`config.mk`:
```
export PLATFORM = sky130hd
export DESIGN_NAME = nor_flash_host
export DESIGN_NICKNAME = d
export VERILOG_FILES = /design/src/hdl/nor_host_pkg.sv /design/src/hdl/pin_sync.sv /design/src/hdl/nor_flash_host.sv
export SDC_FILE = /design/constraint.sdc
export NUM_CORES = 1
export LEC_CHECK = 0
export ABC_AREA = 0
export BUFFER_PORTS_ARGS = -buffer_cell sky130_fd_sc_hd__buf_2
export CORE_AREA = 5 5 167 209
export DETAILED_ROUTE_END_ITERATION = 8
export DIE_AREA = 0 0 172 214
export GPL_TIMING_DRIVEN = 0
export PLACE_DENSITY = 0.55
export SKIP_LAST_GASP = 1
export SLEW_MARGIN = 20
export SYNTH_ARGS = -nofsm -noshare
export SYNTH_HDL_FRONTEND = slang
export SYNTH_SLANG_ARGS = --single-unit
```
`constraint.sdc`:
```
create_clock -name i_clk -period 12.65 [get_ports i_clk]
set_input_delay 0.6325 -clock i_clk [delete_from_list [all_inputs] [get_ports i_clk]]
set_output_delay 0.6325 -clock i_clk [all_outputs]
set_load 0.02 [all_outputs]
```
`src/hdl/nor_host_pkg.sv`:
```
package nor_host_pkg;

	// ************************************************************
	// timing, all at the 20 ns clock
	// ************************************************************
	localparam int CLK_NS = 20;
	localparam int T_ACC_NS = 70;
	localparam int T_AS_NS = 20;
	localparam int T_WP_NS = 40;
	localparam int T_WH_NS = 20;
	localparam int T_BUSY_NS = 100;
	localparam int T_RP_NS = 500;
	localparam int T_RH_NS = 200;
	localparam int SYNC_CYC = 3;
	localparam logic [7:0] ACC_CYC = 8'((T_ACC_NS + CLK_NS - 1) / CLK_NS);
	localparam logic [7:0] RD_CYC = 8'(ACC_CYC + SYNC_CYC);
	localparam logic [7:0] AS_CYC = 8'((T_AS_NS + CLK_NS - 1) / CLK_NS);
	localparam logic [7:0] WP_CYC = 8'((T_WP_NS + CLK_NS - 1) / CLK_NS);
	localparam logic [7:0] WH_CYC = 8'((T_WH_NS + CLK_NS - 1) / CLK_NS);
	localparam logic [7:0] BUSY_CYC = 8'((T_BUSY_NS + CLK_NS - 1) / CLK_NS);
	localparam logic [7:0] RP_CYC = 8'((T_RP_NS + CLK_NS - 1) / CLK_NS);
	localparam logic [7:0] RH_CYC = 8'((T_RH_NS + CLK_NS - 1) / CLK_NS);

	// ************************************************************
	// own register map
	// ************************************************************
	localparam logic [7:0] OFF_CMD = 8'h00;
	localparam logic [7:0] OFF_ADDR = 8'h04;
	localparam logic [7:0] OFF_WDATA = 8'h08;
	localparam logic [7:0] OFF_STATUS = 8'h0C;
	localparam logic [7:0] OFF_RDATA = 8'h10;
	localparam logic [7:0] OFF_PINCTRL = 8'h14;
	localparam int ST_BUSY = 0;
	localparam int ST_DONE = 1;
	localparam int ST_ERR = 2;
	localparam int ST_READY = 3;
	localparam int PC_WP_HIGH = 0;
	localparam int PC_WP_VID = 1;
	localparam int PC_RESET_VID = 2;

	// ************************************************************
	// flash command codes and addresses
	// ************************************************************
	localparam logic [7:0] CMD_UNLOCK1 = 8'hAA;
	localparam logic [7:0] CMD_UNLOCK2 = 8'h55;
	localparam logic [7:0] CMD_PROGRAM = 8'hA0;
	localparam logic [7:0] CMD_ERASE_SETUP = 8'h80;
	localparam logic [7:0] CMD_CHIP_ERASE = 8'h10;
	localparam logic [7:0] CMD_BLOCK_ERASE = 8'h30;
	localparam logic [7:0] CMD_SUSPEND = 8'hB0;
	localparam logic [7:0] CMD_RESUME = 8'h30;
	localparam logic [7:0] CMD_AUTOSELECT = 8'h90;
	localparam logic [7:0] CMD_BYPASS = 8'h20;
	localparam logic [7:0] CMD_BYPASS_EXIT1 = 8'h90;
	localparam logic [7:0] CMD_BYPASS_EXIT2 = 8'h00;
	localparam logic [7:0] CMD_RESET = 8'hF0;
	localparam logic [22:0] ADDR_UNLOCK1 = 23'h000555;
	localparam logic [22:0] ADDR_UNLOCK2 = 23'h0002AA;
	localparam logic [19:0] BANK_LOW_555 = 20'h00555;
	localparam logic [11:0] PROT_LOW = 12'h002;
	localparam logic [11:0] UNPROT_LOW = 12'h042;

	// ************************************************************
	// types
	// ************************************************************
	typedef enum logic [3:0] {
		OP_READ, OP_RESET, OP_PROGRAM, OP_CHIP_ERASE, OP_BLOCK_ERASE, OP_SUSPEND, OP_RESUME,
		OP_AUTOSELECT, OP_BYPASS_ENTER, OP_BYPASS_PROGRAM, OP_BYPASS_BLOCK_ERASE,
		OP_BYPASS_CHIP_ERASE, OP_BYPASS_EXIT, OP_PROTECT, OP_UNPROTECT, OP_HW_RESET
	} op_type;

	typedef enum logic [2:0] {
		AK_555, AK_2AA, AK_USER, AK_BANK555, AK_BANK, AK_ANY, AK_PROT, AK_UNPROT
	} addr_kind_type;

	typedef enum logic [3:0] {
		PH_IDLE, PH_WR_SETUP, PH_WR_LOW, PH_WR_HOLD, PH_RD_ACCESS, PH_BUSY_SETTLE,
		PH_WAIT_READY, PH_RST_PULSE, PH_RST_RECOVER
	} phase_type;

	typedef struct packed {
		logic last;
		logic wait_ready;
		addr_kind_type akind;
		logic use_wdata;
		logic [7:0] code;
	} step_type;

	typedef struct packed {
		logic [22:0] addr;
		logic [15:0] dq_out;
		logic dq_oe;
		logic ce_n;
		logic oe_n;
		logic we_n;
		logic reset_n;
		logic reset_vid;
		logic wp_accel;
		logic wp_accel_vid;
	} flash_pins_type;

	typedef struct packed {
		logic psel;
		logic penable;
		logic pwrite;
		logic [7:0] paddr;
		logic [31:0] pwdata;
	} apb_req_type;

	typedef struct packed {
		logic [31:0] prdata;
		logic pready;
		logic pslverr;
	} apb_rsp_type;

	localparam step_type STEP_NONE = '{1'b1, 1'b0, AK_ANY, 1'b0, 8'h00};
	localparam flash_pins_type PINS_IDLE = '{23'h000000, 16'h0000, 1'b0, 1'b1, 1'b1, 1'b1,
		1'b1, 1'b0, 1'b0, 1'b0};

endpackage

```
`src/hdl/pin_sync.sv`:
```
`timescale 1ns/1ps
module pin_sync #(
	parameter int WIDTH = 17
) (
	input wire logic i_clk,
	input wire logic i_reset,
	input wire logic [WIDTH-1:0] i_pin,
	output logic [WIDTH-1:0] o_level
);
	import nor_host_pkg::*;

	typedef struct packed {
		logic [WIDTH-1:0] s1;
		logic [WIDTH-1:0] s2;
		logic [WIDTH-1:0] s3;
		logic [WIDTH-1:0] q;
	} sync_type;

	sync_type sync_ff;
	sync_type nxt_sync;
	logic [WIDTH-1:0] nxt_q;

	// ************************************************************
	// per bit: accept a change only when stages two and three agree
	// ************************************************************
	genvar gi;
	generate
		for (gi = 0; gi < WIDTH; gi++) begin : g_bit
			assign nxt_q[gi] = (sync_ff.s2[gi] == sync_ff.s3[gi]) ? sync_ff.s3[gi] : sync_ff.q[gi];
		end
	endgenerate

	always_comb begin
		nxt_sync.s1 = i_pin;
		nxt_sync.s2 = sync_ff.s1;
		nxt_sync.s3 = sync_ff.s2;
		nxt_sync.q = nxt_q;
	end

	always_ff @(posedge i_clk or posedge i_reset) begin
		if (i_reset) begin
			sync_ff <= '0;
		end else begin
			sync_ff <= nxt_sync;
		end
	end

	assign o_level = sync_ff.q;
endmodule // pin_sync

```
`src/hdl/nor_flash_host.sv`:
```
// Function
// - every command except read and hardware reset issued as bus writes
// - program is four writes, unlock first
// - erase is six writes, chip or block
// - identify: unlock then 90 at bank
// - bypass block erase is 80 then 30
// - bypass enter 20, chip erase, exit 90/00
// - protect: write with reset at high voltage
// - unprotect: same with address bit 6 high
// - block address on upper address bits
// - reset code F0 leaves identify mode
`timescale 1ns/1ps
module nor_flash_host (
	input wire logic i_clk,
	input wire logic i_reset,
	input wire nor_host_pkg::apb_req_type i_apb,
	output nor_host_pkg::apb_rsp_type o_apb,
	output nor_host_pkg::flash_pins_type o_flash,
	input wire logic [15:0] i_dq_in,
	input wire logic i_ready_busy_n
);
	import nor_host_pkg::*;

	typedef struct packed {
		phase_type phase;
		logic [7:0] cnt;
		logic [2:0] idx;
		op_type op;
		step_type step;
		logic [22:0] addr_reg;
		logic [15:0] wdata_reg;
		logic [15:0] rdata;
		logic [2:0] pin_ctrl;
		logic done;
		logic err;
		logic [31:0] prdata;
		logic pslverr;
		flash_pins_type pins;
	} state_type;

	localparam state_type ST_RESET = '{phase: PH_IDLE, op: OP_READ, step: STEP_NONE,
		pins: PINS_IDLE, default: '0};

	state_type st_ff;
	state_type nxt_st;
	logic [16:0] synced;
	logic ready_sync;
	logic [15:0] dq_sync;

	// ************************************************************
	// pin inputs
	// ************************************************************
	pin_sync #(
		.WIDTH(17)
	) u_sync (
		.i_clk(i_clk),
		.i_reset(i_reset),
		.i_pin({i_ready_busy_n, i_dq_in}),
		.o_level(synced)
	);
	assign ready_sync = synced[16];
	assign dq_sync = synced[15:0];

	// ************************************************************
	// command sequences
	// ************************************************************
	function automatic step_type seq_step(input op_type op, input logic [2:0] idx);
		step_type s;
		logic unl;
		s = STEP_NONE;
		unl = (op == OP_PROGRAM) || (op == OP_CHIP_ERASE) || (op == OP_BLOCK_ERASE) ||
			(op == OP_AUTOSELECT) || (op == OP_BYPASS_ENTER);
		if (unl && (idx == 3'd0)) begin
			s = '{1'b0, 1'b0, AK_555, 1'b0, CMD_UNLOCK1};
		end else if (unl && (idx == 3'd1)) begin
			s = '{1'b0, 1'b0, AK_2AA, 1'b0, CMD_UNLOCK2};
		end else begin
			case (op)
				OP_RESET: s = '{1'b1, 1'b0, AK_ANY, 1'b0, CMD_RESET};
				OP_PROGRAM: s = (idx == 3'd2) ?
					step_type'{1'b0, 1'b0, AK_555, 1'b0, CMD_PROGRAM} :
					step_type'{1'b1, 1'b1, AK_USER, 1'b1, 8'h00};
				OP_CHIP_ERASE, OP_BLOCK_ERASE: begin
					case (idx)
						3'd2: s = '{1'b0, 1'b0, AK_555, 1'b0, CMD_ERASE_SETUP};
						3'd3: s = '{1'b0, 1'b0, AK_555, 1'b0, CMD_UNLOCK1};
						3'd4: s = '{1'b0, 1'b0, AK_2AA, 1'b0, CMD_UNLOCK2};
						default: s = (op == OP_CHIP_ERASE) ?
							step_type'{1'b1, 1'b1, AK_555, 1'b0, CMD_CHIP_ERASE} :
							step_type'{1'b1, 1'b1, AK_USER, 1'b0, CMD_BLOCK_ERASE};
					endcase
				end
				// suspend halts the internal work, so wait for ready again
				OP_SUSPEND: s = '{1'b1, 1'b1, AK_BANK, 1'b0, CMD_SUSPEND};
				OP_RESUME: s = '{1'b1, 1'b0, AK_BANK, 1'b0, CMD_RESUME};
				OP_AUTOSELECT: s = '{1'b1, 1'b0, AK_BANK555, 1'b0, CMD_AUTOSELECT};
				OP_BYPASS_ENTER: s = '{1'b1, 1'b0, AK_555, 1'b0, CMD_BYPASS};
				OP_BYPASS_PROGRAM: s = (idx == 3'd0) ?
					step_type'{1'b0, 1'b0, AK_ANY, 1'b0, CMD_PROGRAM} :
					step_type'{1'b1, 1'b1, AK_USER, 1'b1, 8'h00};
				OP_BYPASS_BLOCK_ERASE: s = (idx == 3'd0) ?
					step_type'{1'b0, 1'b0, AK_ANY, 1'b0, CMD_ERASE_SETUP} :
					step_type'{1'b1, 1'b1, AK_USER, 1'b0, CMD_BLOCK_ERASE};
				OP_BYPASS_CHIP_ERASE: s = (idx == 3'd0) ?
					step_type'{1'b0, 1'b0, AK_ANY, 1'b0, CMD_ERASE_SETUP} :
					step_type'{1'b1, 1'b1, AK_ANY, 1'b0, CMD_CHIP_ERASE};
				OP_BYPASS_EXIT: s = (idx == 3'd0) ?
					step_type'{1'b0, 1'b0, AK_ANY, 1'b0, CMD_BYPASS_EXIT1} :
					step_type'{1'b1, 1'b0, AK_ANY, 1'b0, CMD_BYPASS_EXIT2};
				OP_PROTECT: s = '{1'b1, 1'b1, AK_PROT, 1'b0, 8'h00};
				OP_UNPROTECT: s = '{1'b1, 1'b1, AK_UNPROT, 1'b0, 8'h00};
				default: s = STEP_NONE;
			endcase
		end
		return s;
	endfunction

	function automatic logic [22:0] step_addr(input addr_kind_type k, input logic [22:0] ua);
		logic [22:0] a;
		a = 23'h000000;
		case (k)
			AK_555: a = ADDR_UNLOCK1;
			AK_2AA: a = ADDR_UNLOCK2;
			AK_USER: a = ua;
			AK_BANK555: a = {ua[22:20], BANK_LOW_555};
			AK_BANK: a = {ua[22:20], 20'h00000};
			AK_PROT: a = {ua[22:12], PROT_LOW};
			AK_UNPROT: a = {ua[22:12], UNPROT_LOW};
			default: a = 23'h000000;
		endcase
		return a;
	endfunction

	// ************************************************************
	// next state
	// ************************************************************
	always_comb begin
		logic setup;
		logic access;
		logic busy;
		logic set_done;
		logic set_err;
		logic [1:0] clr;
		logic begin_write;
		step_type bw;
		setup = i_apb.psel && !i_apb.penable;
		access = i_apb.psel && i_apb.penable;
		busy = (st_ff.phase != PH_IDLE);
		set_done = 1'b0;
		set_err = access && i_apb.pwrite && st_ff.pslverr && (i_apb.paddr == OFF_CMD);
		clr = 2'b00;
		begin_write = 1'b0;
		bw = STEP_NONE;
		nxt_st = st_ff;

		// register bus: read data and refusal fixed in the setup cycle
		if (setup) begin
			nxt_st.pslverr = 1'b0;
			case (i_apb.paddr)
				OFF_CMD: begin
					nxt_st.prdata = {28'h0000000, st_ff.op};
					nxt_st.pslverr = i_apb.pwrite && busy;
				end
				OFF_ADDR: nxt_st.prdata = {9'h000, st_ff.addr_reg};
				OFF_WDATA: nxt_st.prdata = {16'h0000, st_ff.wdata_reg};
				OFF_STATUS: nxt_st.prdata = {28'h0000000, ready_sync, st_ff.err, st_ff.done, busy};
				OFF_RDATA: nxt_st.prdata = {16'h0000, st_ff.rdata};
				OFF_PINCTRL: nxt_st.prdata = {29'h00000000, st_ff.pin_ctrl};
				default: begin
					nxt_st.prdata = 32'h00000000;
					nxt_st.pslverr = 1'b1;
				end
			endcase
		end
		if (access && i_apb.pwrite && !st_ff.pslverr) begin
			case (i_apb.paddr)
				OFF_ADDR: nxt_st.addr_reg = i_apb.pwdata[22:0];
				OFF_WDATA: nxt_st.wdata_reg = i_apb.pwdata[15:0];
				OFF_STATUS: clr = i_apb.pwdata[ST_ERR:ST_DONE];
				OFF_PINCTRL: nxt_st.pin_ctrl = i_apb.pwdata[2:0];
				OFF_CMD: begin
					nxt_st.op = op_type'(i_apb.pwdata[3:0]);
					nxt_st.idx = 3'd0;
					if (op_type'(i_apb.pwdata[3:0]) == OP_READ) begin
						nxt_st.phase = PH_RD_ACCESS;
						nxt_st.cnt = RD_CYC;
						nxt_st.pins.addr = st_ff.addr_reg;
						nxt_st.pins.ce_n = 1'b0;
						nxt_st.pins.oe_n = 1'b0;
					end else if (op_type'(i_apb.pwdata[3:0]) == OP_HW_RESET) begin
						nxt_st.phase = PH_RST_PULSE;
						nxt_st.cnt = RP_CYC;
						nxt_st.pins.reset_n = 1'b0;
					end else begin
						begin_write = 1'b1;
						bw = seq_step(op_type'(i_apb.pwdata[3:0]), 3'd0);
					end
				end
				default: begin
				end
			endcase
		end
		// flash bus cycles
		unique case (st_ff.phase)
			PH_IDLE: begin
			end
			PH_WR_SETUP: begin
				nxt_st.cnt = st_ff.cnt - 8'd1;
				if (st_ff.cnt <= 8'd1) begin
					nxt_st.pins.we_n = 1'b0;
					nxt_st.cnt = WP_CYC;
					nxt_st.phase = PH_WR_LOW;
				end
			end
			PH_WR_LOW: begin
				nxt_st.cnt = st_ff.cnt - 8'd1;
				if (st_ff.cnt <= 8'd1) begin
					nxt_st.pins.we_n = 1'b1;
					nxt_st.cnt = WH_CYC;
					nxt_st.phase = PH_WR_HOLD;
				end
			end
			PH_WR_HOLD: begin
				nxt_st.cnt = st_ff.cnt - 8'd1;
				if (st_ff.cnt <= 8'd1) begin
					nxt_st.pins.ce_n = 1'b1;
					nxt_st.pins.dq_oe = 1'b0;
					if (!st_ff.step.last) begin
						nxt_st.idx = st_ff.idx + 3'd1;
						begin_write = 1'b1;
						bw = seq_step(st_ff.op, st_ff.idx + 3'd1);
					end else if (st_ff.step.wait_ready) begin
						nxt_st.cnt = BUSY_CYC;
						nxt_st.phase = PH_BUSY_SETTLE;
					end else begin
						nxt_st.phase = PH_IDLE;
						set_done = 1'b1;
					end
				end
			end
			PH_BUSY_SETTLE: begin
				// busy pin lags the last write; do not sample it too early
				nxt_st.cnt = st_ff.cnt - 8'd1;
				if (st_ff.cnt <= 8'd1) begin
					nxt_st.phase = PH_WAIT_READY;
				end
			end
			PH_WAIT_READY: begin
				// no timeout here: a stuck device keeps the block busy
				if (ready_sync) begin
					nxt_st.phase = PH_IDLE;
					set_done = 1'b1;
				end
			end
			PH_RD_ACCESS: begin
				nxt_st.cnt = st_ff.cnt - 8'd1;
				if (st_ff.cnt <= 8'd1) begin
					nxt_st.rdata = dq_sync;
					nxt_st.pins.ce_n = 1'b1;
					nxt_st.pins.oe_n = 1'b1;
					nxt_st.phase = PH_IDLE;
					set_done = 1'b1;
				end
			end
			PH_RST_PULSE: begin
				nxt_st.cnt = st_ff.cnt - 8'd1;
				if (st_ff.cnt <= 8'd1) begin
					nxt_st.pins.reset_n = 1'b1;
					nxt_st.cnt = RH_CYC;
					nxt_st.phase = PH_RST_RECOVER;
				end
			end
			PH_RST_RECOVER: begin
				nxt_st.cnt = st_ff.cnt - 8'd1;
				if (st_ff.cnt <= 8'd1) begin
					nxt_st.phase = PH_IDLE;
					set_done = 1'b1;
				end
			end
		endcase

		if (begin_write) begin
			nxt_st.step = bw;
			nxt_st.phase = PH_WR_SETUP;
			nxt_st.cnt = AS_CYC;
			nxt_st.pins.addr = step_addr(bw.akind, st_ff.addr_reg);
			nxt_st.pins.dq_out = bw.use_wdata ? st_ff.wdata_reg : {8'h00, bw.code};
			nxt_st.pins.dq_oe = 1'b1;
			nxt_st.pins.ce_n = 1'b0;
			nxt_st.pins.oe_n = 1'b1;
			nxt_st.pins.we_n = 1'b1;
		end

		// high voltage on reset only around a protect or unprotect write, or when asked
		nxt_st.pins.reset_vid = (((nxt_st.phase == PH_WR_SETUP) || (nxt_st.phase == PH_WR_LOW) ||
			(nxt_st.phase == PH_WR_HOLD)) &&
			((nxt_st.step.akind == AK_PROT) || (nxt_st.step.akind == AK_UNPROT))) ||
			nxt_st.pin_ctrl[PC_RESET_VID];
		nxt_st.pins.wp_accel = nxt_st.pin_ctrl[PC_WP_HIGH];
		nxt_st.pins.wp_accel_vid = nxt_st.pin_ctrl[PC_WP_VID];

		// sticky flags: a new event beats a clear in the same cycle
		nxt_st.done = (st_ff.done && !clr[0]) || set_done;
		nxt_st.err = (st_ff.err && !clr[1]) || set_err;
	end

	always_ff @(posedge i_clk or posedge i_reset) begin
		if (i_reset) begin
			st_ff <= ST_RESET;
		end else begin
			st_ff <= nxt_st;
		end
	end

	// ************************************************************
	// outputs
	// ************************************************************
	assign o_apb.prdata = st_ff.prdata;
	assign o_apb.pslverr = st_ff.pslverr;
	assign o_apb.pready = i_apb.psel && i_apb.penable;
	assign o_flash = st_ff.pins;
endmodule // nor_flash_host

```
==> metrics.txt <==
GRT Resource Usage Total 0.165; XOR/XNOR share of the synthesized area 0.00662; worst setup margin 9.36 ns; CP max stage cell o211ai_2; initial antenna violation count 0; Synth top cells by count 214 x dfrtp_1, 102 x nand2_1, 81 x buf_4, 81 x o21ai_0; total grt overflow 0; worst hold path type input port to asynchronous set/reset pin; DP Area 11,800 um2; Post-synth EDFFs 0; sequential cell area 5510 um2; max-cap violation count 0; post-CTS setup buffers 0; Die H 214 um; status completed; critical-path cell list ha_1 -> buf_6 -> xnor2_1 -> nand2_1 -> o211ai_2 -> nor4_4 -> a21oi_2 -> a21boi_0 -> o21ai_0; Synth Instances slightly below 1,000; crit path DAT 3.65 ns; post-synth top area share 0.506; maximum buffer depth of the clock tree 3; first-pass GRT wire length 48,400 um; Port Buffers 121; Pwr Density 137 nW/um2; Unique masters post-synth 87; CTS Root Cell clkbuf_16; final wirelength 30,800 um; clock skew approximately 0.026 ns; DPL Wire Length between 20,000 and 25,000 um; Critical Path Max Stage Delay 0.56 ns; layout overhead on the synthesized area 18.9%; number of global-route vias before repair about 8,300; main combinational cell family by area after synthesis compound AO/OA/AOI/OAI gates; DR vias/cell 5.08; clk_lat worst skew ~0.52 ns; 1st-iter DRT viols 631; htree depth 1; Pwr Total 0.00173 W; largest net degree at the start of global routing 100; full die area 36,800 um2; max_slew headroom 0.365; TNS Setup 0 ns; CP top delay family compound AO/OA/AOI/OAI gates; Synth Area in Adders 0.0243; Hold Fails Final Rpt 0; area of the multi-input gates ~4200 um2; dominant cell type by area after synthesis dfrtp_1; Crit path buffers/inverters 1; antenna-violating nets left 0; Ys Warns 0; multiplexer area fraction after synthesis 0.0671; CTS Hold Bufs 0; Fill cells 3,273; Worst-Margin Slew approximately 0.95 ns; minimum clock period 3.29 ns; Design Area, Final 12,600 um2; I/O pin cnt around 140; DRC violation count after routing 0; Peak Freq 0.304 GHz; ANT cells 0; required time of the critical path 13.01 ns; post-cts resize count 0; synthesized flop and latch total 220; # setup viols final 0; dpl ws 9.05 ns; DIE WIDTH roughly 170 um; final net count 1,220; final non-filler cell total 1,583; unrepaired setup endpoints after global routing no; compound-cell area share of the yosys netlist 0.164; most instantiated library cell after synthesis dfrtp_1; Rows between 70 and 80; most area-consuming cells after synthesis dfrtp_1 51%, mux2_2 6.0%, buf_4 5.7%; register area share after synthesis 0.520; critical path class register to register; ys flop type dfrtp_1; P_leak 5.93 nW; Worst Setup End Kind register; via count 8,047; clock transition at the registers of the reported paths ~0.070 ns; CTS Buf Count 23; Starting Density 0.325; Pins Over Slew Limit 0; Worst VDD drop about 0.097 mV; Avg Synthesized Cell Area ~11 um2; Simple-Gate Fraction of Synth Area 0.131; highest net fanout along the worst path 9; Routability Congestion between 0.8 and 0.9; CTS tree done; Cell Area, Synth 10,600 um2; startpoint types register; Period Utilization, post-route 0.260; wire length per cell approximately 20 um; Synth async-reset ratio 1.00; Initial DRT Pass Iterations 5; clock tree sinks 220; share of cells above drive strength 1 0.296; Core Box Area 32,600 um2; post-placement cell count ~1,500
==> through the flow <==
| step | utilization | hold slack [ns] |
|---|---|---|
| 2_1_floorplan | - | 0.331 |
| 3_3_place_gp | 0.361 | 0.333 |
| 5_1_grt | 0.386 | 0.148 |
| 4_1_cts | 0.386 | 0.142 |
| 3_5_place_dp | 0.363 | 0.336 |
| 6_report | 0.386 | 0.135 |
==> power by group <==
group          total [W]  internal [W]  switching, W
clock network   0.000693      0.000409      0.000283
registers       0.000770      0.000741     0.0000294
logic           0.000264      0.000100      0.000164
total            0.00173       0.00125      0.000477
==> routing by layer <==
| layer | GRT usage | up-vias | part of all wire |
|---|---|---|---|
| li1 | - | 3804 | - |
| met1 | 0.219 | 3995 | 0.44 |
| met2 | 0.285 | 202 | 0.50 |
| met3 | 0.0188 | 46 | 0.036 |
| met4 | 0.0404 | 0 | 0.024 |
| met5 | 0 | - | 0 |
==> state kept, by name (all words and copies together) (netlist names) <==
name	cells
st_ff	83
o_flash	45
u_sync.nxt_sync	34
o_apb	24
u_sync.o_level	17
u_sync.sync_ff	17
==> cells in the final DEF (no fill, tap or decap), types with 16 or more instances in the layout <==
cell type,n
dfrtp_1,214
buf_2,132
nand2_1,102
o21ai_0,81
buf_4,81
nor2_1,56
mux2_2,56
clkbuf_1,40
a21oi_1,31
clkbuf_16,23
nor3_1,22
a22o_1,21
maj3_1,17
nor2b_1,16
inv_1,16
==> logic make-up after synthesis <==
group	count (synthesis)
AOI/OAI and AO/OA	248
buffers and inverters	153
other	1
muxes	64
and+or+nand+nor	277
xor gates and xnor gates	8
adders and majority gates	24
DFF	220
==> path summary, 6_finish.rpt <==
kind | start | to | slack [ns] | cells past startpoint
setup / recovery | st_ff[159]$_DFF_PP0_ | o_flash[46]$_DFFE_PP0P_ | 9.36 | 9
hold / removal | i_reset | u_sync.nxt_sync[40]$_DFF_PP0_ | 0.13 | 2
setup reg to reg | st_ff[159]$_DFF_PP0_ | o_flash[46]$_DFFE_PP0P_ | 9.36 | 9
hold reg to reg | u_sync.nxt_sync[50]$_DFF_PP0_ | u_sync.nxt_sync[33]$_DFF_PP0_ | 0.34 | 0
max in group asynchronous | i_reset | o_apb[18]$_DFFE_PP0P_ | 11.35 | 4
min in group i_clk | i_dq_in[8] | u_sync.nxt_sync[42]$_DFF_PP0_ | 0.22 | 1
==> cell type report <==
class,count,share of cell area
Clock buffer,30,0.0526
Clock inverter,9,0.00884
Multi-Input combinational cell,630,0.334
Sequential cell,220,0.438
Inverter,17,0.00566
Timing Repair Buffer,123,0.0525
Buffer,136,0.0670
Tap cell,418,0.0415
Power figures use the tool's default switching activity.
